## src/verilog/ttcu_pkg.sv

```systemverilog
// ttcu_pkg: shared constants and types of the three timer/counter unit
// assumes: an 8-bit special function register bus from the core
package ttcu_pkg;

  // ----------------------------------------------------------------
  // register addresses
  // ----------------------------------------------------------------
  localparam logic [7:0] TIMER01_CONTROL            = 8'h88;
  localparam logic [7:0] TIMER01_MODE               = 8'h89;
  localparam logic [7:0] TIMER0_COUNT_LOW           = 8'h8a;
  localparam logic [7:0] TIMER1_COUNT_LOW           = 8'h8b;
  localparam logic [7:0] TIMER0_COUNT_HIGH          = 8'h8c;
  localparam logic [7:0] TIMER1_COUNT_HIGH          = 8'h8d;
  localparam logic [7:0] TIMER2_CONTROL             = 8'hc8;
  localparam logic [7:0] TIMER2_RELOAD_CAPTURE_LOW  = 8'hca;
  localparam logic [7:0] TIMER2_RELOAD_CAPTURE_HIGH = 8'hcb;
  localparam logic [7:0] TIMER2_COUNT_LOW           = 8'hcc;
  localparam logic [7:0] TIMER2_COUNT_HIGH          = 8'hcd;

  // ----------------------------------------------------------------
  // field positions
  // ----------------------------------------------------------------
  // timer01_control
  localparam int T1_OVERFLOW_FLAG = 7;
  localparam int T1_RUN_BIT       = 6;
  localparam int T0_OVERFLOW_FLAG = 5;
  localparam int T0_RUN_BIT       = 4;
  // timer01_mode, timer 1 in the upper nibble, timer 0 in the lower
  localparam int T1_GATE          = 7;
  localparam int T1_COUNTER_SEL   = 6;
  localparam int T1_MODE_LSB      = 4;
  localparam int T0_GATE          = 3;
  localparam int T0_COUNTER_SEL   = 2;
  localparam int T0_MODE_LSB      = 0;
  // timer2_control
  localparam int T2_OVERFLOW_FLAG  = 7;
  localparam int T2_TRIGGER_FLAG   = 6;
  localparam int RX_BAUD_FROM_T2   = 5;
  localparam int TX_BAUD_FROM_T2   = 4;
  localparam int T2_TRIGGER_ENABLE = 3;
  localparam int T2_RUN_BIT        = 2;
  localparam int T2_COUNTER_SELECT = 1;
  localparam int T2_CAPTURE_SELECT = 0;

  // ----------------------------------------------------------------
  // reset values and mode codes
  // ----------------------------------------------------------------
  localparam logic [7:0] REG_RESET   = 8'h00;
  localparam logic [1:0] MODE_13BIT  = 2'h0;
  localparam logic [1:0] MODE_16BIT  = 2'h1;
  localparam logic [1:0] MODE_RELOAD = 2'h2;
  localparam logic [1:0] MODE_SPLIT  = 2'h3;

  // timer 2 operating mode
  typedef enum logic [1:0] {
    T2_OFF     = 2'b00,
    T2_RELOAD  = 2'b01,
    T2_CAPTURE = 2'b10,
    T2_BAUD    = 2'b11
  } ttcu_t2_mode_t;

endpackage

```

## src/verilog/ttcu_top.sv

```systemverilog
// ttcu_top: timers 0, 1 and 2 with their special function registers
// assumes: core drives sfr_addr with a one-cycle write or read strobe
//
// Contract
// RL1 - mode 0 makes timers 0 and 1 thirteen-bit up-counters
// RL2 - mode 0 uses high byte and low five bits; top three low bits untouched
// RL3 - wrap from all ones to zero sets the timer overflow flag
// RL4 - count only while run is 1 and gate is 0 or irq pin high
// RL5 - setting the run bit leaves the count bytes unchanged
// RL6 - timer function advances every core clock, no prescaler
// RL7 - mode 1 is mode 0 with all sixteen bits
// RL8 - mode 2 counts low byte, overflow reloads it from high byte
// RL9 - timer 1 in mode 3 holds its count
// RL10 - timer 0 mode 3 low byte uses timer 0 controls and flag
// RL11 - timer 0 mode 3 high byte counts clocks, uses timer 1 run and flag
// RL12 - with timer 0 split, timer 1 runs outside mode 3, stops in it
// RL13 - timer 2 mode decoded from run, baud selects and capture select
// RL14 - timer 2 autoreload: rollover sets flag and reloads from pair
// RL15 - autoreload with trigger enable: falling trigger reloads and sets trigger flag
// RL16 - capture mode counts sixteen bits, sets overflow flag, no reload
// RL17 - capture mode trigger edge copies count bytes into capture pair
// RL18 - capture trigger edge sets trigger flag for an interrupt
// RL19 - either baud select gives baud mode; overflow flag stays clear
// RL20 - baud mode trigger edges still set the trigger flag
// RL21 - baud mode ignores capture select and reloads on each overflow
// RL22 - baud selects route timer 2 or timer 1 overflow to serial port
// RL23 - timer 2 counter select picks count pin or core clock
// RL24 - mode, counter select and gate per timer in mode register
// RL25 - counter function counts synchronised falling edges of count pin
// RL26 - flags stay until written clear; count writes act at once
`timescale 1ns/1ps
module ttcu_top
  import ttcu_pkg::*;
(
  // clock and reset
  input  wire logic       core_clk,
  input  wire logic       reset,
  // special function register bus
  input  wire logic [7:0] sfr_addr,
  input  wire logic       sfr_wr,
  input  wire logic       sfr_rd,
  input  wire logic [7:0] sfr_wdata,
  output logic      [7:0] sfr_rdata,
  // external pins
  input  wire logic       t0_count_pin,
  input  wire logic       t1_count_pin,
  input  wire logic       t2_count_pin,
  input  wire logic       external_irq_a_pin,
  input  wire logic       external_irq_b_pin,
  input  wire logic       t2_trigger_pin,
  // flags to the interrupt controller
  output logic            t0_overflow_flag,
  output logic            t1_overflow_flag,
  output logic            t2_overflow_flag,
  output logic            t2_trigger_flag,
  // baud ticks to the serial port
  output logic            rx_baud_tick,
  output logic            tx_baud_tick
);

  // ----------------------------------------------------------------
  // state
  // ----------------------------------------------------------------
  typedef struct packed {
    logic [7:0] timer01_control;
    logic [7:0] timer01_mode;
    logic [7:0] tl0;
    logic [7:0] th0;
    logic [7:0] tl1;
    logic [7:0] th1;
    logic [7:0] timer2_control;
    logic [7:0] cap_lo;
    logic [7:0] cap_hi;
    logic [7:0] tl2;
    logic [7:0] th2;
    logic [7:0] rdata;
    logic       rx_tick;
    logic       tx_tick;
  } ttcu_state_t;

  ttcu_state_t st;
  ttcu_state_t next_st;

  // one timer 0/1 step, returns {overflow, high, low}
  function automatic logic [16:0] ttcu_step(input logic [1:0] mode,
                                            input logic [7:0] lo,
                                            input logic [7:0] hi);
    logic [13:0] s13;
    logic [16:0] s17;
    s13 = {1'b0, hi, lo[4:0]} + 14'h0001;
    s17 = {1'b0, hi, lo} + 17'h00001;
    case (mode)
      MODE_13BIT:  ttcu_step = {s13[13], s13[12:5], lo[7:5], s13[4:0]}; // RL1 RL2
      MODE_16BIT:  ttcu_step = s17; // RL7
      MODE_RELOAD: ttcu_step = (lo == 8'hff) ? {1'b1, hi, hi}
                                             : {1'b0, hi, lo + 8'h01}; // RL8
      default:     ttcu_step = {(lo == 8'hff), hi, lo + 8'h01};
    endcase
  endfunction

  // ----------------------------------------------------------------
  // pin synchronisers
  // ----------------------------------------------------------------
  logic [5:0] pin_level;
  logic [5:0] pin_fall;

  ttcu_pin_sync #(
    .W (6)
  ) u_sync (
    .core_clk  (core_clk),
    .reset     (reset),
    .pin_in    ({t2_trigger_pin, t2_count_pin, external_irq_b_pin,
                 external_irq_a_pin, t1_count_pin, t0_count_pin}),
    .pin_level (pin_level),
    .pin_fall  (pin_fall)
  );

  // ----------------------------------------------------------------
  // count enables and decode
  // ----------------------------------------------------------------
  logic [1:0]    m0;
  logic [1:0]    m1;
  logic          t0_split;
  logic          inc0;
  logic          inc0h;
  logic          inc1;
  logic          inc2;
  logic [16:0]   step0;
  logic [16:0]   step1;
  logic          ovf0;
  logic          ovf0h;
  logic          ovf1;
  logic          ovf2;
  logic          trig2;
  logic [15:0]   t2_counter_select_inc;
  ttcu_t2_mode_t t2_mode;

  assign m0       = st.timer01_mode[T0_MODE_LSB +: 2]; // RL24
  assign m1       = st.timer01_mode[T1_MODE_LSB +: 2]; // RL24
  assign t0_split = (m0 == MODE_SPLIT);

  // timer 0, low byte keeps its own controls in split mode
  assign inc0 = st.timer01_control[T0_RUN_BIT]
              & (~st.timer01_mode[T0_GATE] | pin_level[2])            // RL4 RL10
              & (st.timer01_mode[T0_COUNTER_SEL] ? pin_fall[0] : 1'b1); // RL6 RL25
  assign step0 = ttcu_step(m0, st.tl0, st.th0);
  assign ovf0  = inc0 & step0[16]; // RL3

  // timer 0 high byte in split mode: clocks, timer 1 run bit
  assign inc0h = t0_split & st.timer01_control[T1_RUN_BIT]; // RL11
  assign ovf0h = inc0h & (st.th0 == 8'hff);

  // timer 1, freed from its run bit while timer 0 is split
  assign inc1 = (m1 != MODE_SPLIT)                              // RL9 RL12
              & (t0_split ? 1'b1
                          : st.timer01_control[T1_RUN_BIT]
                            & (~st.timer01_mode[T1_GATE] | pin_level[3])) // RL4
              & (st.timer01_mode[T1_COUNTER_SEL] ? pin_fall[1] : 1'b1); // RL6 RL25
  assign step1 = ttcu_step(m1, st.tl1, st.th1);
  assign ovf1  = inc1 & step1[16];

  // timer 2 mode decode
  always_comb begin
    if (!st.timer2_control[T2_RUN_BIT]) begin
      t2_mode = T2_OFF;
    end else if (st.timer2_control[RX_BAUD_FROM_T2] | st.timer2_control[TX_BAUD_FROM_T2]) begin
      t2_mode = T2_BAUD; // RL13 RL19
    end else if (st.timer2_control[T2_CAPTURE_SELECT]) begin
      t2_mode = T2_CAPTURE; // RL13
    end else begin
      t2_mode = T2_RELOAD; // RL13
    end
  end

  assign inc2     = (t2_mode != T2_OFF)
                  & (st.timer2_control[T2_COUNTER_SELECT] ? pin_fall[4] : 1'b1); // RL23
  assign t2_counter_select_inc = {st.th2, st.tl2} + 16'h0001;
  assign ovf2     = inc2 & ({st.th2, st.tl2} == 16'hffff);
  assign trig2    = st.timer2_control[T2_TRIGGER_ENABLE] & pin_fall[5];

  // ----------------------------------------------------------------
  // next state
  // ----------------------------------------------------------------
  always_comb begin
    next_st = st;

    // timer 0 and its split high byte
    if (inc0) begin
      next_st.tl0 = step0[7:0];
      if (!t0_split) begin
        next_st.th0 = step0[15:8];
      end
    end
    if (inc0h) begin
      next_st.th0 = st.th0 + 8'h01; // RL11
    end

    // timer 1
    if (inc1) begin
      next_st.tl1 = step1[7:0];
      next_st.th1 = step1[15:8];
    end

    // timer 2 counting, reload and capture
    if (inc2) begin
      if (ovf2 && t2_mode != T2_CAPTURE) begin
        next_st.tl2 = st.cap_lo; // RL14 RL21
        next_st.th2 = st.cap_hi;
      end else begin
        next_st.tl2 = t2_counter_select_inc[7:0]; // RL16
        next_st.th2 = t2_counter_select_inc[15:8];
      end
    end
    if (trig2 && t2_mode == T2_RELOAD) begin
      next_st.tl2 = st.cap_lo; // RL15
      next_st.th2 = st.cap_hi;
    end
    if (trig2 && t2_mode == T2_CAPTURE) begin
      next_st.cap_lo = st.tl2; // RL17
      next_st.cap_hi = st.th2;
    end

    // register writes, count bytes take effect this cycle
    if (sfr_wr) begin
      case (sfr_addr)
        TIMER01_CONTROL:            next_st.timer01_control   = sfr_wdata; // RL5
        TIMER01_MODE:               next_st.timer01_mode   = sfr_wdata;
        TIMER0_COUNT_LOW:           next_st.tl0    = sfr_wdata; // RL26
        TIMER0_COUNT_HIGH:          next_st.th0    = sfr_wdata;
        TIMER1_COUNT_LOW:           next_st.tl1    = sfr_wdata;
        TIMER1_COUNT_HIGH:          next_st.th1    = sfr_wdata;
        TIMER2_CONTROL:             next_st.timer2_control  = sfr_wdata;
        TIMER2_RELOAD_CAPTURE_LOW:  next_st.cap_lo = sfr_wdata;
        TIMER2_RELOAD_CAPTURE_HIGH: next_st.cap_hi = sfr_wdata;
        TIMER2_COUNT_LOW:           next_st.tl2    = sfr_wdata;
        TIMER2_COUNT_HIGH:          next_st.th2    = sfr_wdata;
        default:                    next_st.timer01_control   = next_st.timer01_control;
      endcase
    end

    // hardware flag sets win over a clearing write
    if (ovf0) begin
      next_st.timer01_control[T0_OVERFLOW_FLAG] = 1'b1; // RL3 RL10 RL26
    end
    if (ovf0h || (ovf1 && !t0_split)) begin
      next_st.timer01_control[T1_OVERFLOW_FLAG] = 1'b1; // RL3 RL11
    end
    if (ovf2 && t2_mode != T2_BAUD) begin
      next_st.timer2_control[T2_OVERFLOW_FLAG] = 1'b1; // RL14 RL16 RL19
    end
    if (trig2) begin
      next_st.timer2_control[T2_TRIGGER_FLAG] = 1'b1; // RL15 RL18 RL20
    end

    // baud tick routing
    next_st.rx_tick = st.timer2_control[RX_BAUD_FROM_T2] ? ovf2 : ovf1; // RL22
    next_st.tx_tick = st.timer2_control[TX_BAUD_FROM_T2] ? ovf2 : ovf1; // RL22

    // read data, unmapped reads give zero
    next_st.rdata = st.rdata;
    if (sfr_rd) begin
      case (sfr_addr)
        TIMER01_CONTROL:            next_st.rdata = st.timer01_control;
        TIMER01_MODE:               next_st.rdata = st.timer01_mode;
        TIMER0_COUNT_LOW:           next_st.rdata = st.tl0;
        TIMER0_COUNT_HIGH:          next_st.rdata = st.th0;
        TIMER1_COUNT_LOW:           next_st.rdata = st.tl1;
        TIMER1_COUNT_HIGH:          next_st.rdata = st.th1;
        TIMER2_CONTROL:             next_st.rdata = st.timer2_control;
        TIMER2_RELOAD_CAPTURE_LOW:  next_st.rdata = st.cap_lo;
        TIMER2_RELOAD_CAPTURE_HIGH: next_st.rdata = st.cap_hi;
        TIMER2_COUNT_LOW:           next_st.rdata = st.tl2;
        TIMER2_COUNT_HIGH:          next_st.rdata = st.th2;
        default:                    next_st.rdata = REG_RESET;
      endcase
    end
  end

  // state register
  always_ff @(posedge core_clk or posedge reset) begin
    if (reset) begin
      st <= '0;
    end else begin
      st <= next_st;
    end
  end

  // outputs
  assign sfr_rdata        = st.rdata;
  assign t0_overflow_flag = st.timer01_control[T0_OVERFLOW_FLAG];
  assign t1_overflow_flag = st.timer01_control[T1_OVERFLOW_FLAG];
  assign t2_overflow_flag = st.timer2_control[T2_OVERFLOW_FLAG];
  assign t2_trigger_flag  = st.timer2_control[T2_TRIGGER_FLAG];
  assign rx_baud_tick     = st.rx_tick;
  assign tx_baud_tick     = st.tx_tick;

  // ----------------------------------------------------------------
  // checks
  // ----------------------------------------------------------------
  logic wr_cnt0;
  logic wr_cnt1;
  logic wr_t2_counter_select;
  logic wr_cap;
  logic wr_timer01_control;
  logic wr_timer2_control;

  assign wr_cnt0  = sfr_wr & (sfr_addr == TIMER0_COUNT_LOW | sfr_addr == TIMER0_COUNT_HIGH);
  assign wr_cnt1  = sfr_wr & (sfr_addr == TIMER1_COUNT_LOW | sfr_addr == TIMER1_COUNT_HIGH);
  assign wr_t2_counter_select  = sfr_wr & (sfr_addr == TIMER2_COUNT_LOW | sfr_addr == TIMER2_COUNT_HIGH);
  assign wr_cap   = sfr_wr & (sfr_addr == TIMER2_RELOAD_CAPTURE_LOW
                            | sfr_addr == TIMER2_RELOAD_CAPTURE_HIGH);
  assign wr_timer01_control  = sfr_wr & (sfr_addr == TIMER01_CONTROL);
  assign wr_timer2_control = sfr_wr & (sfr_addr == TIMER2_CONTROL);
endmodule

```

## src/verilog/ttcu_pin_sync.sv

```systemverilog
// ttcu_pin_sync: two-flop synchroniser with falling edge detect per pin
// assumes: pins are asynchronous to core_clk
`timescale 1ns/1ps
module ttcu_pin_sync
  import ttcu_pkg::*;
#(
  parameter int W = 6
) (
  // clock and reset
  input  wire logic         core_clk,
  input  wire logic         reset,
  // raw pins
  input  wire logic [W-1:0] pin_in,
  // synchronised level and one-cycle falling edge
  output logic      [W-1:0] pin_level,
  output logic      [W-1:0] pin_fall
);

  typedef struct packed {
    logic [W-1:0] meta;
    logic [W-1:0] stable;
    logic [W-1:0] prior;
  } ttcu_sync_t;

  ttcu_sync_t st;
  ttcu_sync_t next_st;

  // shift chain, first stage read only by the second
  always_comb begin
    next_st.meta   = pin_in;
    next_st.stable = st.meta;
    next_st.prior  = st.stable;
  end

  // state register
  always_ff @(posedge core_clk or posedge reset) begin
    if (reset) begin
      st <= '0;
    end else begin
      st <= next_st;
    end
  end

  // edge and level from settled stages
  assign pin_level = st.stable;
  assign pin_fall  = st.prior & ~st.stable;

endmodule

```

## config.mk

```make
export PLATFORM = sky130hd
export DESIGN_NAME = ttcu_top
export DESIGN_NICKNAME = d
export VERILOG_FILES = /design/src/verilog/ttcu_pkg.sv /design/src/verilog/ttcu_top.sv /design/src/verilog/ttcu_pin_sync.sv
export SDC_FILE = /design/constraint.sdc
export NUM_CORES = 1
export LEC_CHECK = 0
export BUFFER_PORTS_ARGS = -buffer_cell sky130_fd_sc_hd__buf_2
export CAP_MARGIN = 20
export CORE_MARGIN = 2
export CORE_UTILIZATION = 47
export DETAILED_ROUTE_END_ITERATION = 7
export PLACE_DENSITY = 0.74
export SLEW_MARGIN = 20
export SYNTH_ARGS = -nofsm -noshare
export SYNTH_HDL_FRONTEND = slang
export SYNTH_HIERARCHICAL = 1
export SYNTH_SLANG_ARGS = --single-unit
```

## constraint.sdc

```tcl
create_clock -name core_clk -period 4.6 [get_ports core_clk]
set_clock_uncertainty 0.05 [all_clocks]
set_input_delay 0.69 -clock core_clk [delete_from_list [all_inputs] [get_ports core_clk]]
set_output_delay 0.69 -clock core_clk [all_outputs]
set_load 0.02 [all_outputs]
```

# After elaboration in Yosys (flattened, before gate mapping)
# Index checks and enable logic that the tools add are counted.
# totals
in_bits	26
out_inout_bits	14
regBits	116
# op_classes
bitwise	19
muxes	38
n_addsub	8
n_reduce_logical	25
n_eq_ne	25
# ops
operator	count
== test 8 bit, second input constant	14
two-way mux 8 bit	13
case mux 17 bit (3 select lines)	2
two-way mux 16 bit	6
two-way mux 88 bit	1
case mux 8 bit (11 select lines)	1
adder 16 x 1 -> 17 bit, second input constant	2
two-way mux 17 bit	2
adder 13 x 1 -> 14 bit, second input constant	2
adder 8 x 1 -> 8 bit, second input constant	3
nonzero test 2 bit	9
adder 16 x 1 -> 16 bit, second input constant	1
== test 16 bit, second input constant	1
AND reduction 2 bit	7
AND 1 bit	12
two-way mux 1 bit	10
== test 2 bit, second input constant	4
AND 6 bit	1
== test 2 x 1 -> 1 bit, second input constant	3
two-way mux 2 bit	3
inequality test 2 bit, second input constant	3
inverter 6 bit	1
logical AND 1 bit	5
zero test 2 bit	2
4 further kinds	7

# Logic depth before layout (Yosys ltp)
# depth
ltp_word	13
ltp_mapped	9
ltp_nobuf	7

# Modules after synthesis
# Netlist, hierarchy kept.
# modules_own_cells
mod	cells_per_inst	seq_area_each_um2	instances	area_each_um2
ttcu_top	722	2452.4	1	6323.6
ttcu_pin_sync	31	450.4	1	581.8

# Worst setup path after synthesis
# OpenSTA, ideal clock, no wires.
# synth_timing
path_kind	input port to flip-flop
start	input sfr_addr[2]
end	register st[40] (netlist name)
setup_slack_ns	2.409
path_stages	8
t_required_ns	4.413
arrival_time_ns	2.004
cell_sequence	nand2b_1 -> buf_2 -> nor3b_2 -> buf_2 -> nand2_1 -> clkbuf_1 -> nor2_1 -> a21oi_1
# synth_rtl
element	line_no	text
start, declared	ttcu_top.sv:39	input wire logic [7:0] sfr_addr,
end signal, assigned	ttcu_top.sv:284	st <= next_st;
end, declared	ttcu_top.sv:81	ttcu_state_t st;

==> metrics.txt <==
result of the run finished, final reports clean; Root Driver clkbuf_16; Post-CTS Hold Buffers 0; arrival time worst endpoint 2.91 ns; Final Max Slew Viols 0; highest layer used for signal routing met4; stage delay of the slowest cell on the critical path 0.89 ns; fin crit share 0.586; Final Setup Violations 0; pin count of the biggest net entering global routing 70; post-route core utilization 0.546; routed metal-1 wirelength 8790 um; Placed Cells 916; count of routing violations after the opening detailed-route iteration 762; startpoint-to-endpoint class of the critical path in2reg; Resized Gates After CTS 0; internal power of the cells 0.00238 W; antenna-violating nets left 0; fin worst setup slack 1.91 ns; cell leakage power 3.11 nW; switching share of power 0.318; share of layout cells above drive strength 1 0.161; Row Count 43; Post-Syn Instances 745; count of endpoints failing hold in the final timing report 0; most used cell along the critical path nor2_1; number of clock buffers inserted by TritonCTS 17; detailed placer's ending HPWL 14,800 um; overall power after layout 0.00349 W; met3 wire length 2440 um; Top-Level Pins 40; kind of end point of the critical path flip-flop; worst min path class in2async; cell area power density 457 mW/mm2; Post CTS Setup Buffer Count 0; Die Y-Extent 124 um; kind of start point of the critical path input port; Req. time, crit path 4.82 ns; ordered cell list for the critical path buf_2 > nand2b_1 > nor2_1 > nand2_1 > nor2_1 > a21oi_1; Initial DRT Pass Iterations 8; clock slew seen by the registers of the worst setup and hold paths 0.05 ns; Final Net Count 785; Via Count 6,249; met2 routed wirelength 9020 um; Routed wire per std cell 22.2 um; Finished Layout Cells 948; worst skew pair latency 0.42 ns; starting density of the core 0.486; Total Negative Setup Slacks 0 ns; Std-Cell Core Area 0.0140 mm2; Total GRT Usage 0.277; clock tree from TritonCTS yes; worst ir drop on vdd 0.269 mV; clock group share of total power 0.402; wire length of the first global-routing pass 33,200 um; RSZ-0062 raised after global routing no; # Max-Cap Violations 0; routability congestion estimate from global placement 0.959; die width 124 um; net count after synthesis 775; register share of total power 0.413; number of antenna violations at the first check in global routing 0; number of inserted diodes 0; DRC violations left 0; pre-CTS WS 1.56 ns; via density per instance 6.59; total number of yosys warnings 6; residual overflow from global routing 0; achievable clock frequency 371 MHz; number of global-route vias before repair 5,860; relative max-transition margin 0.298; combinational cell fraction of total power 0.185; H-tree depth 4; sink count of the clock tree 114; Worst path slowest cell nor2_1; slew at the pin with the worst max-slew slack 1.05 ns; total routed wirelength 21,100 um; post-layout minimum cycle time 2.69 ns; netlist area before placement 0.00680 mm2; Layout Area Growth over Synthesis 12.4%; maximum buffer depth of the clock tree 2; post-synthesis area per instance 9.12 um2; top fanout value on the critical path 16; net load switching power 0.00111 W; Die Footprint 0.0154 mm2; IO Port Bufs 39
per-stage QoR:
step | instance area (um2) | hold slack (ns)
CTS | 7630 | 0.298
detailed placement | 7000 | 0.286
finish | 7640 | 0.295
floorplan | 6800 | 0.281
global placement | 7000 | 0.283
global route | 7640 | 0.301
cells in the final DEF (no fill, tap or decap), types with 6 or more instances in the layout:
| master | count |
|---|---|
| xnor2_1 | 8 |
| a211oi_1 | 6 |
| nor2_1 | 59 |
| clkbuf_16 | 17 |
| o22ai_1 | 8 |
| inv_1 | 20 |
| mux2i_1 | 29 |
| xor2_1 | 12 |
| a222oi_1 | 10 |
| nor3_1 | 11 |
| nand2b_1 | 7 |
| and2_1 | 7 |
| a22oi_1 | 21 |
| nand2_1 | 81 |
| dfrtp_1 | 114 |
| a21oi_1 | 52 |
| o211ai_1 | 6 |
| mux2_2 | 23 |
| and4_1 | 8 |
| o21ai_0 | 54 |
| and3_1 | 11 |
| a31oi_1 | 11 |
| nand3_1 | 30 |
| nand4_1 | 9 |
| buf_2 | 39 |
worst max-delay path: cells and delay by family:
kind / cells / cell delay (ns)
AO/OA/AOI/OAI: 1 / 0.07
buffers and inverters: 1 / 0.14
AND/OR/NAND/NOR: 4 / 2.01
sequential cells by signal, summed over array words and instances (netlist names):
name	cells
m0	2
m1	2
rx_baud_tick	1
sfr_rdata	8
st	80
t0_overflow_flag	1
t1_overflow_flag	1
t2_overflow_flag	1
t2_trigger_flag	1
tx_baud_tick	1
u_sync/next_st	6
u_sync/pin_level	6
u_sync/st	4
power groups by stage:
stage	registers, W	clock network (W)	logic, W
3_3_place_gp	0.00143	0	0.000613
2_1_floorplan	0.00131	0	0.000525
4_1_cts	0.00142	0.00142	0.000638
6_report	0.00144	0.00140	0.000646
3_5_place_dp	0.00144	0	0.000631
5_1_grt	0.00146	0.00147	0.000716
routing by layer:
layer / GRT usage / up-vias
met5: 0 / -
met4: 0.132 / 0
met3: 0.0816 / 77
met2: 0.402 / 393
met1: 0.382 / 3002
li1: - / 2777
final cells by class:
cell class                 instances  area [um2]
timing repair buffer              44         233
clock inverter                    10         155
multi-input combinational        557        3620
sequential                       114        2850
inverter                          21        81.3
tap                              180         225
clock buffer                      22         474
fill                            1268        6350
worst paths after layout:
| path | startpoint | endpoint | slack [ns] | cells past startpoint |
|---|---|---|---|---|
| worst max-delay path | sfr_addr[2] | st[31]$_DFF_PP0_ | 1.91 | 6 |
| worst min-delay path | reset | u_sync/next_st[10]$_DFF_PP0_ | 0.30 | 2 |
| max in group asynchronous | reset | st[94]$_DFFE_PP0P_ | 3.14 | 3 |
| worst max register to register | m0[0]$_DFFE_PP0P_ | rx_baud_tick$_DFF_PP0_ | 2.06 | 6 |
| min in group core_clk | u_sync/next_st[9]$_DFF_PP0_ | u_sync/pin_level[3]$_DFF_PP0_ | 0.30 | 0 |
| worst min register to register | u_sync/next_st[9]$_DFF_PP0_ | u_sync/pin_level[3]$_DFF_PP0_ | 0.30 | 0 |
Note: power is estimated with default switching activity, not from simulation.
